===== src/common/adcsp_params.svh =====
`ifndef ADCSP_PARAMS_SVH
`define ADCSP_PARAMS_SVH
// Notes on behaviour
// - each result bit goes out on a serial clock falling edge, one per period
// - wide variant frame: two zeros, channel bit, mode bit, 12 result bits MSB first
// - narrow variant frame: two zeros, channel, mode, 10 result bits, two trailing zeros
// - active-low select starts a conversion and frames the transfer
// - the serial clock alone advances the conversion and the shifting
// - host drives channel choice on data-in, captured on falling clock edges
// - third data-in bit of a frame selects the input channel
// - sample cycle is setup, 12.5 clock periods, then acquisition
// - conversion takes 16 clock periods wide, 14 narrow; clock up to 18 MHz
// - fourth frame bit shows normal or daisy-chain mode
// - sampling stage returns to tracking at the end of each conversion
// - output driven only after select, released after the final falling edge

// ****************************************
// variants and frame layout
// ****************************************
`define ADCSP_RES_WIDE 12
`define ADCSP_RES_BITS_DEF 12
`define ADCSP_CONV_CLKS_WIDE 5'd16
`define ADCSP_CONV_CLKS_NARROW 5'd14
`define ADCSP_FRAME_BITS 5'd16
`define ADCSP_CHAN_BIT 5'd2
`define ADCSP_MODE_BIT 5'd3
`define ADCSP_CHAN_EDGE 5'd3
`define ADCSP_DATA_START 5'd4

// ****************************************
// pin order in the synchroniser vector
// ****************************************
`define ADCSP_PIN_CS 2
`define ADCSP_PIN_SCLK 1
`define ADCSP_PIN_DIN 0
`define ADCSP_PIN_IDLE 3'h6
`define ADCSP_CNT_ZERO 5'h00
`endif


===== src/common/adcsp_pkg.sv =====
package adcsp_pkg;
  typedef enum logic {ADCSP_NORMAL, ADCSP_CHAIN} adcsp_mode_t;
  typedef enum logic [0:0] {ADCSP_IDLE, ADCSP_FRAME} adcsp_state_t;
endpackage


===== src/verilog/adcsp_pair_buf.sv =====
`timescale 1ns/1ps
module adcsp_pair_buf #(
  parameter int WIDTH = 13
) (
  input wire logic sys_clk_i,               // system clock
  input wire logic reset_i,                 // synchronous reset
  input wire logic in_valid_i,              // word offered
  output logic in_ready_o,                  // room for a word
  input wire logic [WIDTH-1:0] in_data_i,   // word in
  output logic out_valid_o,                 // word available
  input wire logic out_ready_i,             // consumer takes word
  output logic [WIDTH-1:0] out_data_o       // word out
);
  import adcsp_pkg::*;

  logic [WIDTH-1:0] tail_reg;
  wire push = in_valid_i & in_ready_o;
  wire pop = out_valid_o & out_ready_i;

  // head is the output register so the data port comes straight from a flop;
  // the room flag is a flop too: high while the tail entry is empty
  always_ff @(posedge sys_clk_i) begin
    if (reset_i) begin
      out_valid_o <= 1'b0;
      out_data_o <= '0;
      in_ready_o <= 1'b1;
      tail_reg <= '0;
    end else begin
      if (pop) begin
        out_data_o <= in_ready_o ? in_data_i : tail_reg;
        out_valid_o <= ~in_ready_o | push;
      end else if (!out_valid_o && push) begin
        out_data_o <= in_data_i;
        out_valid_o <= 1'b1;
      end
      if (push && out_valid_o && !pop) begin
        tail_reg <= in_data_i;
        in_ready_o <= 1'b0;
      end else if (pop) begin
        in_ready_o <= 1'b1;
      end
    end
  end
endmodule


===== src/verilog/adcsp_serial_port.sv =====
`timescale 1ns/1ps
`include "adcsp_params.svh"
module adcsp_serial_port #(
  parameter int RES_BITS = `ADCSP_RES_BITS_DEF
) (
  input wire logic sys_clk_i,                        // 125 MHz system clock
  input wire logic reset_i,                          // synchronous, active high
  input wire logic cs_n_i,                           // chip select pin, active low
  input wire logic sclk_i,                           // serial clock pin
  input wire logic din_i,                            // serial data-in pin
  output logic dout_o,                               // serial data-out level
  output logic dout_oe_o,                            // data-out drive enable
  input wire adcsp_pkg::adcsp_mode_t chain_mode_i,   // normal or daisy-chain
  input wire logic cmp_above_i,                      // comparator: input >= trial code
  output logic [RES_BITS-1:0] dac_code_o,            // trial code to the comparator
  output logic track_o,                              // 1 = track, 0 = hold
  output logic chan_sel_o,                           // analog mux select
  output logic result_valid_o,                       // buffered result present
  input wire logic result_ready_i,                   // consumer takes result
  output logic [RES_BITS-1:0] result_data_o,         // buffered result word
  output logic result_chan_o,                        // channel of that result
  output logic buf_ready_o,                          // buffer can take a word
  output logic overrun_o                             // pulse: result dropped
);
  import adcsp_pkg::*;

  localparam int PW = $clog2(RES_BITS);
  localparam logic [4:0] CONV_CLKS = (RES_BITS == `ADCSP_RES_WIDE) ?
    `ADCSP_CONV_CLKS_WIDE : `ADCSP_CONV_CLKS_NARROW;
  localparam logic [4:0] LAST_DATA = 5'(`ADCSP_DATA_START + RES_BITS - 1);
  localparam logic [RES_BITS-1:0] DAC_MSB = {1'b1, {(RES_BITS-1){1'b0}}};
  localparam logic [RES_BITS-1:0] DAC_LSB = {{(RES_BITS-1){1'b0}}, 1'b1};

  // ****************************************
  // pin synchronisers and glitch filter
  // ****************************************
  logic [2:0] sync1_reg, sync2_reg, sync3_reg, filt_reg;
  wire [2:0] pin_raw = {cs_n_i, sclk_i, din_i};
  wire [2:0] agree = ~(sync2_reg ^ sync3_reg);
  wire [2:0] filt_next = (sync3_reg & agree) | (filt_reg & ~agree);

  // a level counts once stages two and three agree; sclk must stay two
  // system clocks in each phase, which holds up to the 18 MHz limit
  always_ff @(posedge sys_clk_i) begin
    if (reset_i) begin
      sync1_reg <= `ADCSP_PIN_IDLE;
      sync2_reg <= `ADCSP_PIN_IDLE;
      sync3_reg <= `ADCSP_PIN_IDLE;
      filt_reg <= `ADCSP_PIN_IDLE;
    end else begin
      sync1_reg <= pin_raw;
      sync2_reg <= sync1_reg;
      sync3_reg <= sync2_reg;
      filt_reg <= filt_next;
    end
  end

  wire cs_fall = filt_reg[`ADCSP_PIN_CS] & ~filt_next[`ADCSP_PIN_CS];
  wire cs_rise = ~filt_reg[`ADCSP_PIN_CS] & filt_next[`ADCSP_PIN_CS];
  wire sclk_fall = filt_reg[`ADCSP_PIN_SCLK] & ~filt_next[`ADCSP_PIN_SCLK];
  wire din_now = filt_next[`ADCSP_PIN_DIN];

  // ****************************************
  // frame sequencing and decode
  // ****************************************
  adcsp_state_t state_reg;
  logic [4:0] edge_cnt_reg;
  logic [RES_BITS-1:0] dac_reg, word_reg;
  logic [`ADCSP_FRAME_BITS-1:0] din_shift_reg;
  logic dout_reg, dout_oe_reg, track_reg, chan_sel_reg, chan_req_reg, mode_reg;
  logic push_reg, word_chan_reg, overrun_reg;
  logic buf_ready;

  wire in_frame = (state_reg == ADCSP_FRAME);
  wire edge_fall = in_frame & sclk_fall & ~cs_rise;
  wire [4:0] edge_idx = edge_cnt_reg + 5'd1;
  wire is_data = (edge_idx >= `ADCSP_DATA_START) && (edge_idx <= LAST_DATA);
  wire [PW-1:0] bit_pos = PW'(LAST_DATA - edge_idx);
  wire [RES_BITS-1:0] trial_mask = DAC_LSB << bit_pos;
  wire [RES_BITS-1:0] next_mask = trial_mask >> 1;
  // successive approximation: keep or drop the trial bit, then try the next
  wire [RES_BITS-1:0] dac_next = (cmp_above_i ? dac_reg : (dac_reg & ~trial_mask)) |
    next_mask;
  wire frame_bit = (edge_idx == `ADCSP_CHAN_BIT) ? chan_sel_reg :
    (edge_idx == `ADCSP_MODE_BIT) ? mode_reg :
    is_data ? cmp_above_i : 1'b0;
  wire frame_end = edge_fall && (edge_idx == `ADCSP_FRAME_BITS);
  wire conv_end = edge_fall && (edge_idx == CONV_CLKS);
  wire data_done = edge_fall && (edge_idx == LAST_DATA);
  wire chan_edge = edge_fall && (edge_idx == `ADCSP_CHAN_EDGE);

  always_ff @(posedge sys_clk_i) begin
    if (reset_i) begin
      state_reg <= ADCSP_IDLE;
      edge_cnt_reg <= `ADCSP_CNT_ZERO;
    end else if (cs_fall) begin
      state_reg <= ADCSP_FRAME;
      edge_cnt_reg <= `ADCSP_CNT_ZERO;
    end else if (cs_rise || frame_end) begin
      state_reg <= ADCSP_IDLE;
    end else if (edge_fall) begin
      edge_cnt_reg <= edge_idx;
    end
  end

  // ****************************************
  // data-out pin
  // ****************************************
  always_ff @(posedge sys_clk_i) begin
    if (reset_i) begin
      dout_reg <= 1'b0;
      dout_oe_reg <= 1'b0;
    end else if (cs_fall) begin
      dout_oe_reg <= 1'b1;
      dout_reg <= 1'b0;
    end else if (cs_rise || frame_end) begin
      dout_oe_reg <= 1'b0;
      dout_reg <= 1'b0;
    end else if (edge_fall) begin
      dout_reg <= frame_bit;
    end
  end

  // ****************************************
  // conversion, channel and mode
  // ****************************************
  always_ff @(posedge sys_clk_i) begin
    if (reset_i) begin
      track_reg <= 1'b1;
      dac_reg <= '0;
      mode_reg <= 1'b0;
    end else if (cs_fall) begin
      track_reg <= 1'b0;
      dac_reg <= DAC_MSB;
      mode_reg <= (chain_mode_i == ADCSP_CHAIN);
    end else if (cs_rise || conv_end) begin
      track_reg <= 1'b1;
    end else if (edge_fall && is_data) begin
      dac_reg <= dac_next;
    end
  end

  always_ff @(posedge sys_clk_i) begin
    if (reset_i) begin
      din_shift_reg <= '0;
      chan_req_reg <= 1'b0;
      chan_sel_reg <= 1'b0;
    end else begin
      if (edge_fall) begin
        din_shift_reg <= {din_shift_reg[`ADCSP_FRAME_BITS-2:0], din_now};
      end
      if (chan_edge) begin
        chan_req_reg <= din_now;
      end
      // mux moves only after the frame's channel bit has gone out
      if (conv_end) begin
        chan_sel_reg <= chan_req_reg;
      end
    end
  end

  // ****************************************
  // result hand-off through the pair buffer
  // ****************************************
  // the host clock cannot be stalled, so a word with no room is dropped and
  // flagged rather than held back
  always_ff @(posedge sys_clk_i) begin
    if (reset_i) begin
      push_reg <= 1'b0;
      word_reg <= '0;
      word_chan_reg <= 1'b0;
      overrun_reg <= 1'b0;
    end else begin
      push_reg <= data_done;
      overrun_reg <= push_reg & ~buf_ready;
      if (data_done) begin
        word_reg <= dac_next;
        word_chan_reg <= chan_sel_reg;
      end
    end
  end

  adcsp_pair_buf #(.WIDTH(RES_BITS + 1)) u_buf (
    .sys_clk_i(sys_clk_i),
    .reset_i(reset_i),
    .in_valid_i(push_reg),
    .in_ready_o(buf_ready),
    .in_data_i({word_chan_reg, word_reg}),
    .out_valid_o(result_valid_o),
    .out_ready_i(result_ready_i),
    .out_data_o({result_chan_o, result_data_o})
  );

  assign dout_o = dout_reg;
  assign dout_oe_o = dout_oe_reg;
  assign track_o = track_reg;
  assign chan_sel_o = chan_sel_reg;
  assign dac_code_o = dac_reg;
  assign buf_ready_o = buf_ready;
  assign overrun_o = overrun_reg;

  // ****************************************
  // checks
  // ****************************************
  start_drive_a: assert property (@(posedge sys_clk_i) disable iff (reset_i)
    cs_fall |=> dout_oe_o && !dout_o && !track_o)
    else $error("select did not start frame and sample");
  lead_zero_a: assert property (@(posedge sys_clk_i) disable iff (reset_i)
    edge_fall && edge_idx == 5'd1 |=> !dout_o ##0 dout_oe_o)
    else $error("second leading bit not zero");
  chan_bit_a: assert property (@(posedge sys_clk_i) disable iff (reset_i)
    edge_fall && edge_idx == `ADCSP_CHAN_BIT |=> dout_o == chan_sel_o)
    else $error("channel bit differs from converted channel");
  mode_bit_a: assert property (@(posedge sys_clk_i) disable iff (reset_i)
    edge_fall && edge_idx == `ADCSP_MODE_BIT |=> dout_o == $past(mode_reg))
    else $error("mode bit wrong");
  sar_bit_a: assert property (@(posedge sys_clk_i) disable iff (reset_i)
    edge_fall && is_data |=> dout_o == $past(cmp_above_i))
    else $error("result bit not the comparator decision");
  tail_zero_a: assert property (@(posedge sys_clk_i) disable iff (reset_i)
    edge_fall && edge_idx > LAST_DATA && edge_idx < `ADCSP_FRAME_BITS |=> !dout_o)
    else $error("trailing bit not zero");
  hold_shift_a: assert property (@(posedge sys_clk_i) disable iff (reset_i)
    in_frame && !sclk_fall && !cs_rise && !cs_fall |=> $stable(dout_o))
    else $error("data-out moved without a falling edge");
  release_a: assert property (@(posedge sys_clk_i) disable iff (reset_i)
    frame_end |=> !dout_oe_o ##1 !dout_oe_o)
    else $error("data-out not released after last edge");
  track_end_a: assert property (@(posedge sys_clk_i) disable iff (reset_i)
    conv_end |=> track_o && !$past(track_o))
    else $error("no return to tracking at conversion end");
  chan_pick_a: assert property (@(posedge sys_clk_i) disable iff (reset_i)
    chan_edge |=> chan_req_reg == $past(din_now))
    else $error("third data-in bit not captured as channel");
  capture_din_a: assert property (@(posedge sys_clk_i) disable iff (reset_i)
    edge_fall |=> din_shift_reg[0] == $past(din_now))
    else $error("data-in bit not captured on falling edge");
endmodule


===== config.mk =====
export PLATFORM = sky130hd
export DESIGN_NAME = adcsp_serial_port
export DESIGN_NICKNAME = d
export VERILOG_FILES = /design/src/common/adcsp_pkg.sv /design/src/verilog/adcsp_pair_buf.sv /design/src/verilog/adcsp_serial_port.sv
export VERILOG_INCLUDE_DIRS = /design/src /design/src/common
export SDC_FILE = /design/constraint.sdc
export NUM_CORES = 1
export LEC_CHECK = 0
export ABC_AREA = 1
export BUFFER_PORTS_ARGS = -buffer_cell sky130_fd_sc_hd__buf_2
export CORE_UTILIZATION = 30
export CTS_BUF_LIST = sky130_fd_sc_hd__clkbuf_2 sky130_fd_sc_hd__clkbuf_4 sky130_fd_sc_hd__clkbuf_8
export CTS_CLUSTER_DIAMETER = 30
export DETAILED_ROUTE_END_ITERATION = 8
export PLACE_DENSITY = 0.5
export RECOVER_POWER = 25
export SYNTH_ARGS = -nofsm -noshare
export SYNTH_HDL_FRONTEND = slang
export SYNTH_SLANG_ARGS = --single-unit

===== constraint.sdc =====
create_clock -name sys_clk_i -period 2 [get_ports sys_clk_i]
set_input_delay 0.1 -clock sys_clk_i [delete_from_list [all_inputs] [get_ports sys_clk_i]]
set_output_delay 0.1 -clock sys_clk_i [all_outputs]
set_load 0.02 [all_outputs]

==> results of run 1 <==
-- worst max-delay path, cell delays in order, from the launching register on --
cell and delay (ps):
dfxtp_2 400, ha_2 260, inv_1 60, nand2_2 80, nand2_4 100, nor2_4 120, nand2_2 100, nor2_8 250
inv_2 150, nor2_1 150, nor2_1 50
-- stage by stage --
stage	instances	worst slack, ps
finish	619	181.3
global route	619	21.26
CTS	619	39.91
detailed placement	600	35.71
global placement	600	114.5
floorplan	433	305.3
-- layout by cell type (no fill, tap or decap), drive strengths merged --
cell type	count
nand4	6
clkinvlp	2
mux2i	4
nand2	69
ha	5
a21oi	48
inv	47
clkbuf	24
maj3	1
nor2	55
nand3	20
clkinv	1
buf	35
a31oi	1
dlygate4sd3	3
dfxtp	78
or2	6
o21a	10
o21ai	64
-- cell type report --
type | count | area [um^2]
fillers | 1150 | 6989
well taps | 140 | 175.2
flip-flops and latches | 78 | 1563
repair buffers | 50 | 270.3
inverters | 46 | 172.7
multi-input cells | 289 | 1524
clock inverters | 4 | 28.78
clock buffers | 12 | 165.2
-- final timing paths --
path	endpoint	slack (ps)	depth (start not counted)
worst min register to register	sync2_reg[0]$_SDFF_PP0_	410	2
worst min-delay path	mode_reg$_SDFFE_PP0P_	20	3
worst max-delay path	word_reg[6]$_SDFFE_PP0P_	180	10
worst max register to register	word_reg[6]$_SDFFE_PP0P_	180	10
-- per-layer routing --
layer	vias to the layer above	global-route usage	routed length (um)
li1	1494	-	-
met1	1248	0.1800	3762
met2	51	0.2138	3220
met3	8	0.03858	308
met4	0	0.04697	93
met5	-	0	0
-- power by group through the flow --
stage | Clock, mW | Combinational, mW | Sequential, mW
finish | 1.14 | 0.0691 | 1.57
global route | 1.25 | 0.0781 | 1.57
CTS | 1.19 | 0.0707 | 1.57
detailed placement | 0 | 0.0661 | 1.60
global placement | 0 | 0.0652 | 1.60
floorplan | 0 | 0.0376 | 1.61
-- cell families (layout without fill, tap and decap cells) --
kind of cell,Yosys count,in the layout,share of synthesized area
buf+inv,66,112,0.08596
simple gates,156,156,0.2260
fa+ha+maj,6,6,0.02149
flops,78,78,0.4624
compound gates,123,123,0.1923
mux,4,4,0.01186
-- timing repair --
action                     in CTS  in global routing
hold buffers                    3                  0
setup endpoints to repair       0                 15
resized for setup               0                  2
hold endpoints to repair        3                  0
==> run_results.csv, run 1 <==
group,metric,value,unit
critical_path,crit_start,"edge_cnt_reg[1]$_SDFFE_PP0P_",
sta,slew_violations,0,
power_and_ir_drop,seq_power_share,0.564,
logic_synthesis,yosys.area.top_type_share,0.4624,
die,rows,38,
logic_synthesis,ys_seq_area_frac,0.4624,
die,die_area,11680,um^2
cts,cts_buffer_depth,2,
logic_synthesis,yosysTopAreaCell,"dfxtp_1",
die,die_y,108.1,um
layout,syn_to_final_growth,15.45,%
cts,post_cts_buffers,0,
detailed_routing,drt_iter0_markers,128,
sta,rsz0062_at_grt,"false",
critical_path,required,2250,ps
die,ios,40,
power_and_ir_drop,clkPwrFrac,0.411,
power_and_ir_drop,p_leak,1.596,nW
sta,max_slew_margin,0.6166,
global_routing,grt_pass1_vias,2624,
global_routing,grt_max_degree,47,
logic_synthesis,ys_warn_count,0,
detailed_routing,drcViolationCount,0,
place,place_area,3690,um^2
detailed_routing,num_vias,2801,
sta,final.period_utilization,0.9093,
logic_synthesis,async_flop_share,0,
die,initial_core_util,0.3102,
global_routing,antenna_found_initial,0,
detailed_routing,via_per_inst,4.525,
logic_synthesis,ys_top_cells_by_area,"dfxtp_1, o21ai_0, a21oi_1, nand2_1, nor2_1",
logic_synthesis,syn_nets,446,
power_and_ir_drop,p_per_area,712.9,nW/um^2
detailed_routing,firstDrtPassIters,4,
sta,setup_viol,0,
critical_path,criticalPathCategory,"reg2reg",
logic_synthesis,ys_ff_latch,78,
cts,clk_latency,360,ps
logic_synthesis,synth_edf_count,0,
cts,path_clk_slew,80,ps
hold_path,hold_path.startpoint,"chain_mode_i",
power_and_ir_drop,swShare,0.2294,
logic_synthesis,dominantRegCellSynth,"dfxtp_1",
job,drv_cap,0,
critical_path,endpoint_kind,"register",
die,die_w,108.1,um
power_and_ir_drop,peakVddDrop,0.0004832,V
sta,timing.fmax,549.8,MHz
sta,fin_worst_skew,14.78,ps
cts,cts_sinks,78,
logic_synthesis,synth.avg_cell_area,7.799,um^2
critical_path,arrival,2070,ps
run_status,outcome,"completed",
layout,diodes,0,
cts,cts_tree,"built",
critical_path,cp-start-kind,"register",
place,place_congestion,0.7522,
detailed_routing,ant_nets,0,
logic_synthesis,ys_top_cells_by_count,"dfxtp_1, nand2_1, o21ai_0",
power_and_ir_drop,p_switching,637.6,uW
detailed_routing,wl_per_cell,11.93,um
logic_synthesis,yosysUniqueCellTypes,27,
cts,h-tree-depth,3,
die,core_area,10890,um^2
sta,holdWs,23.21,ps
global_routing,gr-total-overflow,0,
cts,numCtsBuffers,9,
place,dp_hpwl,5292,um
sta,min_period,1819,ps
layout,post-route-util,0.3581,
sta,worstMarginPinSlew,574.5,ps
place,numPortBuffers,39,
logic_synthesis,netlist_area,3377,um^2
critical_path,worstPathMaxFanout,16,
logic_synthesis,synth_cells,433,
critical_path,reg2reg_from,"edge_cnt_reg[1]$_SDFFE_PP0P_",
sta,final_hold_viol_count,0,
sta,finalSetupTns,0,ps
cts,root_buffer,"clkbuf_8",
logic_synthesis,synth.most_common_cell,"dfxtp_1",
detailed_routing,routed_wl,7385,um
layout,drive_above_1_share,0.1775,
global_routing,grt_pass1_wl,12500,um
layout,final_area,3899,um^2
global_routing,grt.total_usage,0.1369,
power_and_ir_drop,comb_power_share,0.025,
power_and_ir_drop,p_int,2.142,mW
layout,fin_nets,487,
power_and_ir_drop,power,2.779,mW
hold_path,min_path_type,"in2reg",
Note: power is estimated with default switching activity, not from simulation.
==> run 2: changes to the inputs <==
--- a/config.mk
+++ b/config.mk
@@ -12,6 +12,7 @@
 export CTS_BUF_LIST = sky130_fd_sc_hd__clkbuf_2 sky130_fd_sc_hd__clkbuf_4 sky130_fd_sc_hd__clkbuf_8
 export CTS_CLUSTER_DIAMETER = 30
 export DETAILED_ROUTE_END_ITERATION = 8
+export GPL_TIMING_DRIVEN = 0
 export PLACE_DENSITY = 0.5
 export RECOVER_POWER = 25
 export SYNTH_ARGS = -nofsm -noshare
==> run_results.csv, run 2 (same netlist as run 1, synthesis figures left out) <==
group,metric,value,unit
die,core_area,10890,um^2
layout,nFillCells,1176,
sta,final_hold_viol_count,0,
detailed_routing,routed_wl,8005,um
cts,numCtsBuffers,9,
layout,mostFrequentLayoutCell,"dfxtp_1",
critical_path,endpoint_kind,"register",
global_routing,grt.total_usage,0.1502,
global_routing,grt_pass1_vias,2703,
die,rows,38,
layout,drive_above_1_share,0.1670,
sta,fin_worst_skew,12.80,ps
place,place_area,3747,um^2
detailed_routing,wl_per_cell,12.69,um
power_and_ir_drop,power,2.733,mW
detailed_routing,num_vias,2878,
die,die_w,108.1,um
power_and_ir_drop,p_leak,1.591,nW
job,drv_cap,0,
sta,finalSetupTns,0,ps
run_status,outcome,"completed",
cts,cts_buffer_depth,2,
detailed_routing,ant_nets,0,
sta,final.period_utilization,0.9034,
layout,fin_nets,499,
die,die_area,11680,um^2
global_routing,antenna_found_initial,0,
layout,diodes,0,
sta,setup_viol,0,
hold_path,min_path_type,"in2reg",
detailed_routing,via_per_inst,4.561,
critical_path,rrSetupSlack,190,ps
detailed_routing,drt_iter0_markers,110,
sta,slew_violations,0,
hold_path,hold-path-cell-count,3,
critical_path,criticalPathCategory,"reg2reg",
sta,max_slew_margin,0.6272,
place,dp_hpwl,6009,um
critical_path,reg2reg_from,"edge_cnt_reg[0]$_SDFFE_PP0P_",
layout,layout_common_cells,"dfxtp_1, nand2_1, o21ai_0",
global_routing,grt_max_degree,14,
global_routing,grt_pass1_wl,13330,um
critical_path,worstPathMaxFanout,10,
place,place_congestion,0.7737,
die,die_y,108.1,um
layout,syn_to_final_growth,16.67,%
cts,clk_latency,360,ps
cts,path_clk_slew,80,ps
place,numPortBuffers,39,
layout,final_area,3940,um^2
critical_path,cp-start-kind,"register",
global_routing,gr-total-overflow,0,
detailed_routing,drcViolationCount,0,
cts,root_buffer,"clkbuf_8",
detailed_routing,firstDrtPassIters,4,
cts,cts_tree,"built",
critical_path,required,2250,ps
sta,worstMarginPinSlew,555.4,ps
critical_path,worst-r2r-cell-count,10,
sta,timing.fmax,553.5,MHz
sta,min_period,1807,ps
hold_path,min_to,"mode_reg$_SDFFE_PP0P_",
cts,cts_sinks,78,
power_and_ir_drop,peakVddDrop,0.0004167,V
die,ios,40,
die,initial_core_util,0.3102,
cts,h-tree-depth,3,
hold_path,hold_path.startpoint,"chain_mode_i",
critical_path,arrival,2060,ps
power_and_ir_drop,p_per_area,693.6,nW/um^2
sta,rsz0062_at_grt,"false",
critical_path,r2r_end,"dac_code_o[0]$_SDFFE_PP0P_",
[run 2: cell count changes in the layout (fill, tap and decap cells not counted), sizes merged]
cell / previous run / this run
buf: 35 / 30
clkbuf: 24 / 40
clkinv: 1 / 4
clkinvlp: 2 / 1
inv: 47 / 46
[run 2: where the power goes]
group,switching [mW],total [mW],internal (mW)
clock network,0.596,1.09,0.498
logic,0.0471,0.0717,0.0246
registers,0.00586,1.57,1.56
total,0.648,2.73,2.08
[run 2: area by class of cell]
class / count / area, um^2 / share of cell area
buffer: 20 / 117.6 / 0.02985
clock buffer: 11 / 145.1 / 0.03684
clock inverter: 5 / 35.03 / 0.008892
inverter: 46 / 172.7 / 0.04382
multi-input combinational: 289 / 1528 / 0.3877
sequential: 78 / 1564 / 0.3970
tap: 140 / 175.2 / 0.04446
timing repair buffer: 42 / 202.7 / 0.05144
[run 2: metrics by stage]
step | hold WS (ps) | utilization | setup slack, ps | instances
2_1_floorplan | 203.8 | - | 305.3 | 433
3_3_place_gp | 285.6 | 0.3442 | 102.8 | 612
3_5_place_dp | 286.1 | 0.3442 | 63.73 | 612
4_1_cts | 5.096 | 0.3635 | 41.53 | 631
5_1_grt | 24.45 | 0.3619 | 40.34 | 631
6_report | 21.82 | 0.3619 | 193.2 | 631
[run 2: metal layers]
metal  global-route usage  share of wire  routed length (um)
met1               0.1821           0.47                3766
met2               0.2507           0.48                3813
met3              0.03978          0.039                 313
met4              0.06164          0.014                 111
met5                    0              0                   0
[run 2: worst max-delay path, stage by stage (launching register included)]
cell and delay, ps:
dfxtp_2 420, inv_1 100, ha_1 300, inv_1 60, nor2_1 30, nand2_1 80, nor2_2 50, nor2_4 90
nand3_2 130, buf_2 230, o21a_1 200
[run 2: worst max path at each step]
stage | cells after the start | end | slack (ps) | start
after floorplan | 11 | word_reg[2]$_SDFFE_PP0P_ | 310 | edge_cnt_reg[0]$_SDFFE_PP0P_
after global routing | 10 | dac_code_o[0]$_SDFFE_PP0P_ | 40 | edge_cnt_reg[0]$_SDFFE_PP0P_
after CTS | 11 | word_reg[6]$_SDFFE_PP0P_ | 40 | edge_cnt_reg[0]$_SDFFE_PP0P_
final | 10 | dac_code_o[0]$_SDFFE_PP0P_ | 190 | edge_cnt_reg[0]$_SDFFE_PP0P_
after global placement | 10 | word_reg[7]$_SDFFE_PP0P_ | 100 | edge_cnt_reg[0]$_SDFFE_PP0P_
after detailed placement | 11 | word_reg[6]$_SDFFE_PP0P_ | 60 | edge_cnt_reg[0]$_SDFFE_PP0P_
[run 2: repair_timing]
item	in CTS	in global routing
setup buffers	0	0
hold buffers	3	0
setup endpoints to repair	0	27
hold endpoints to repair	3	0
resized for setup	0	3
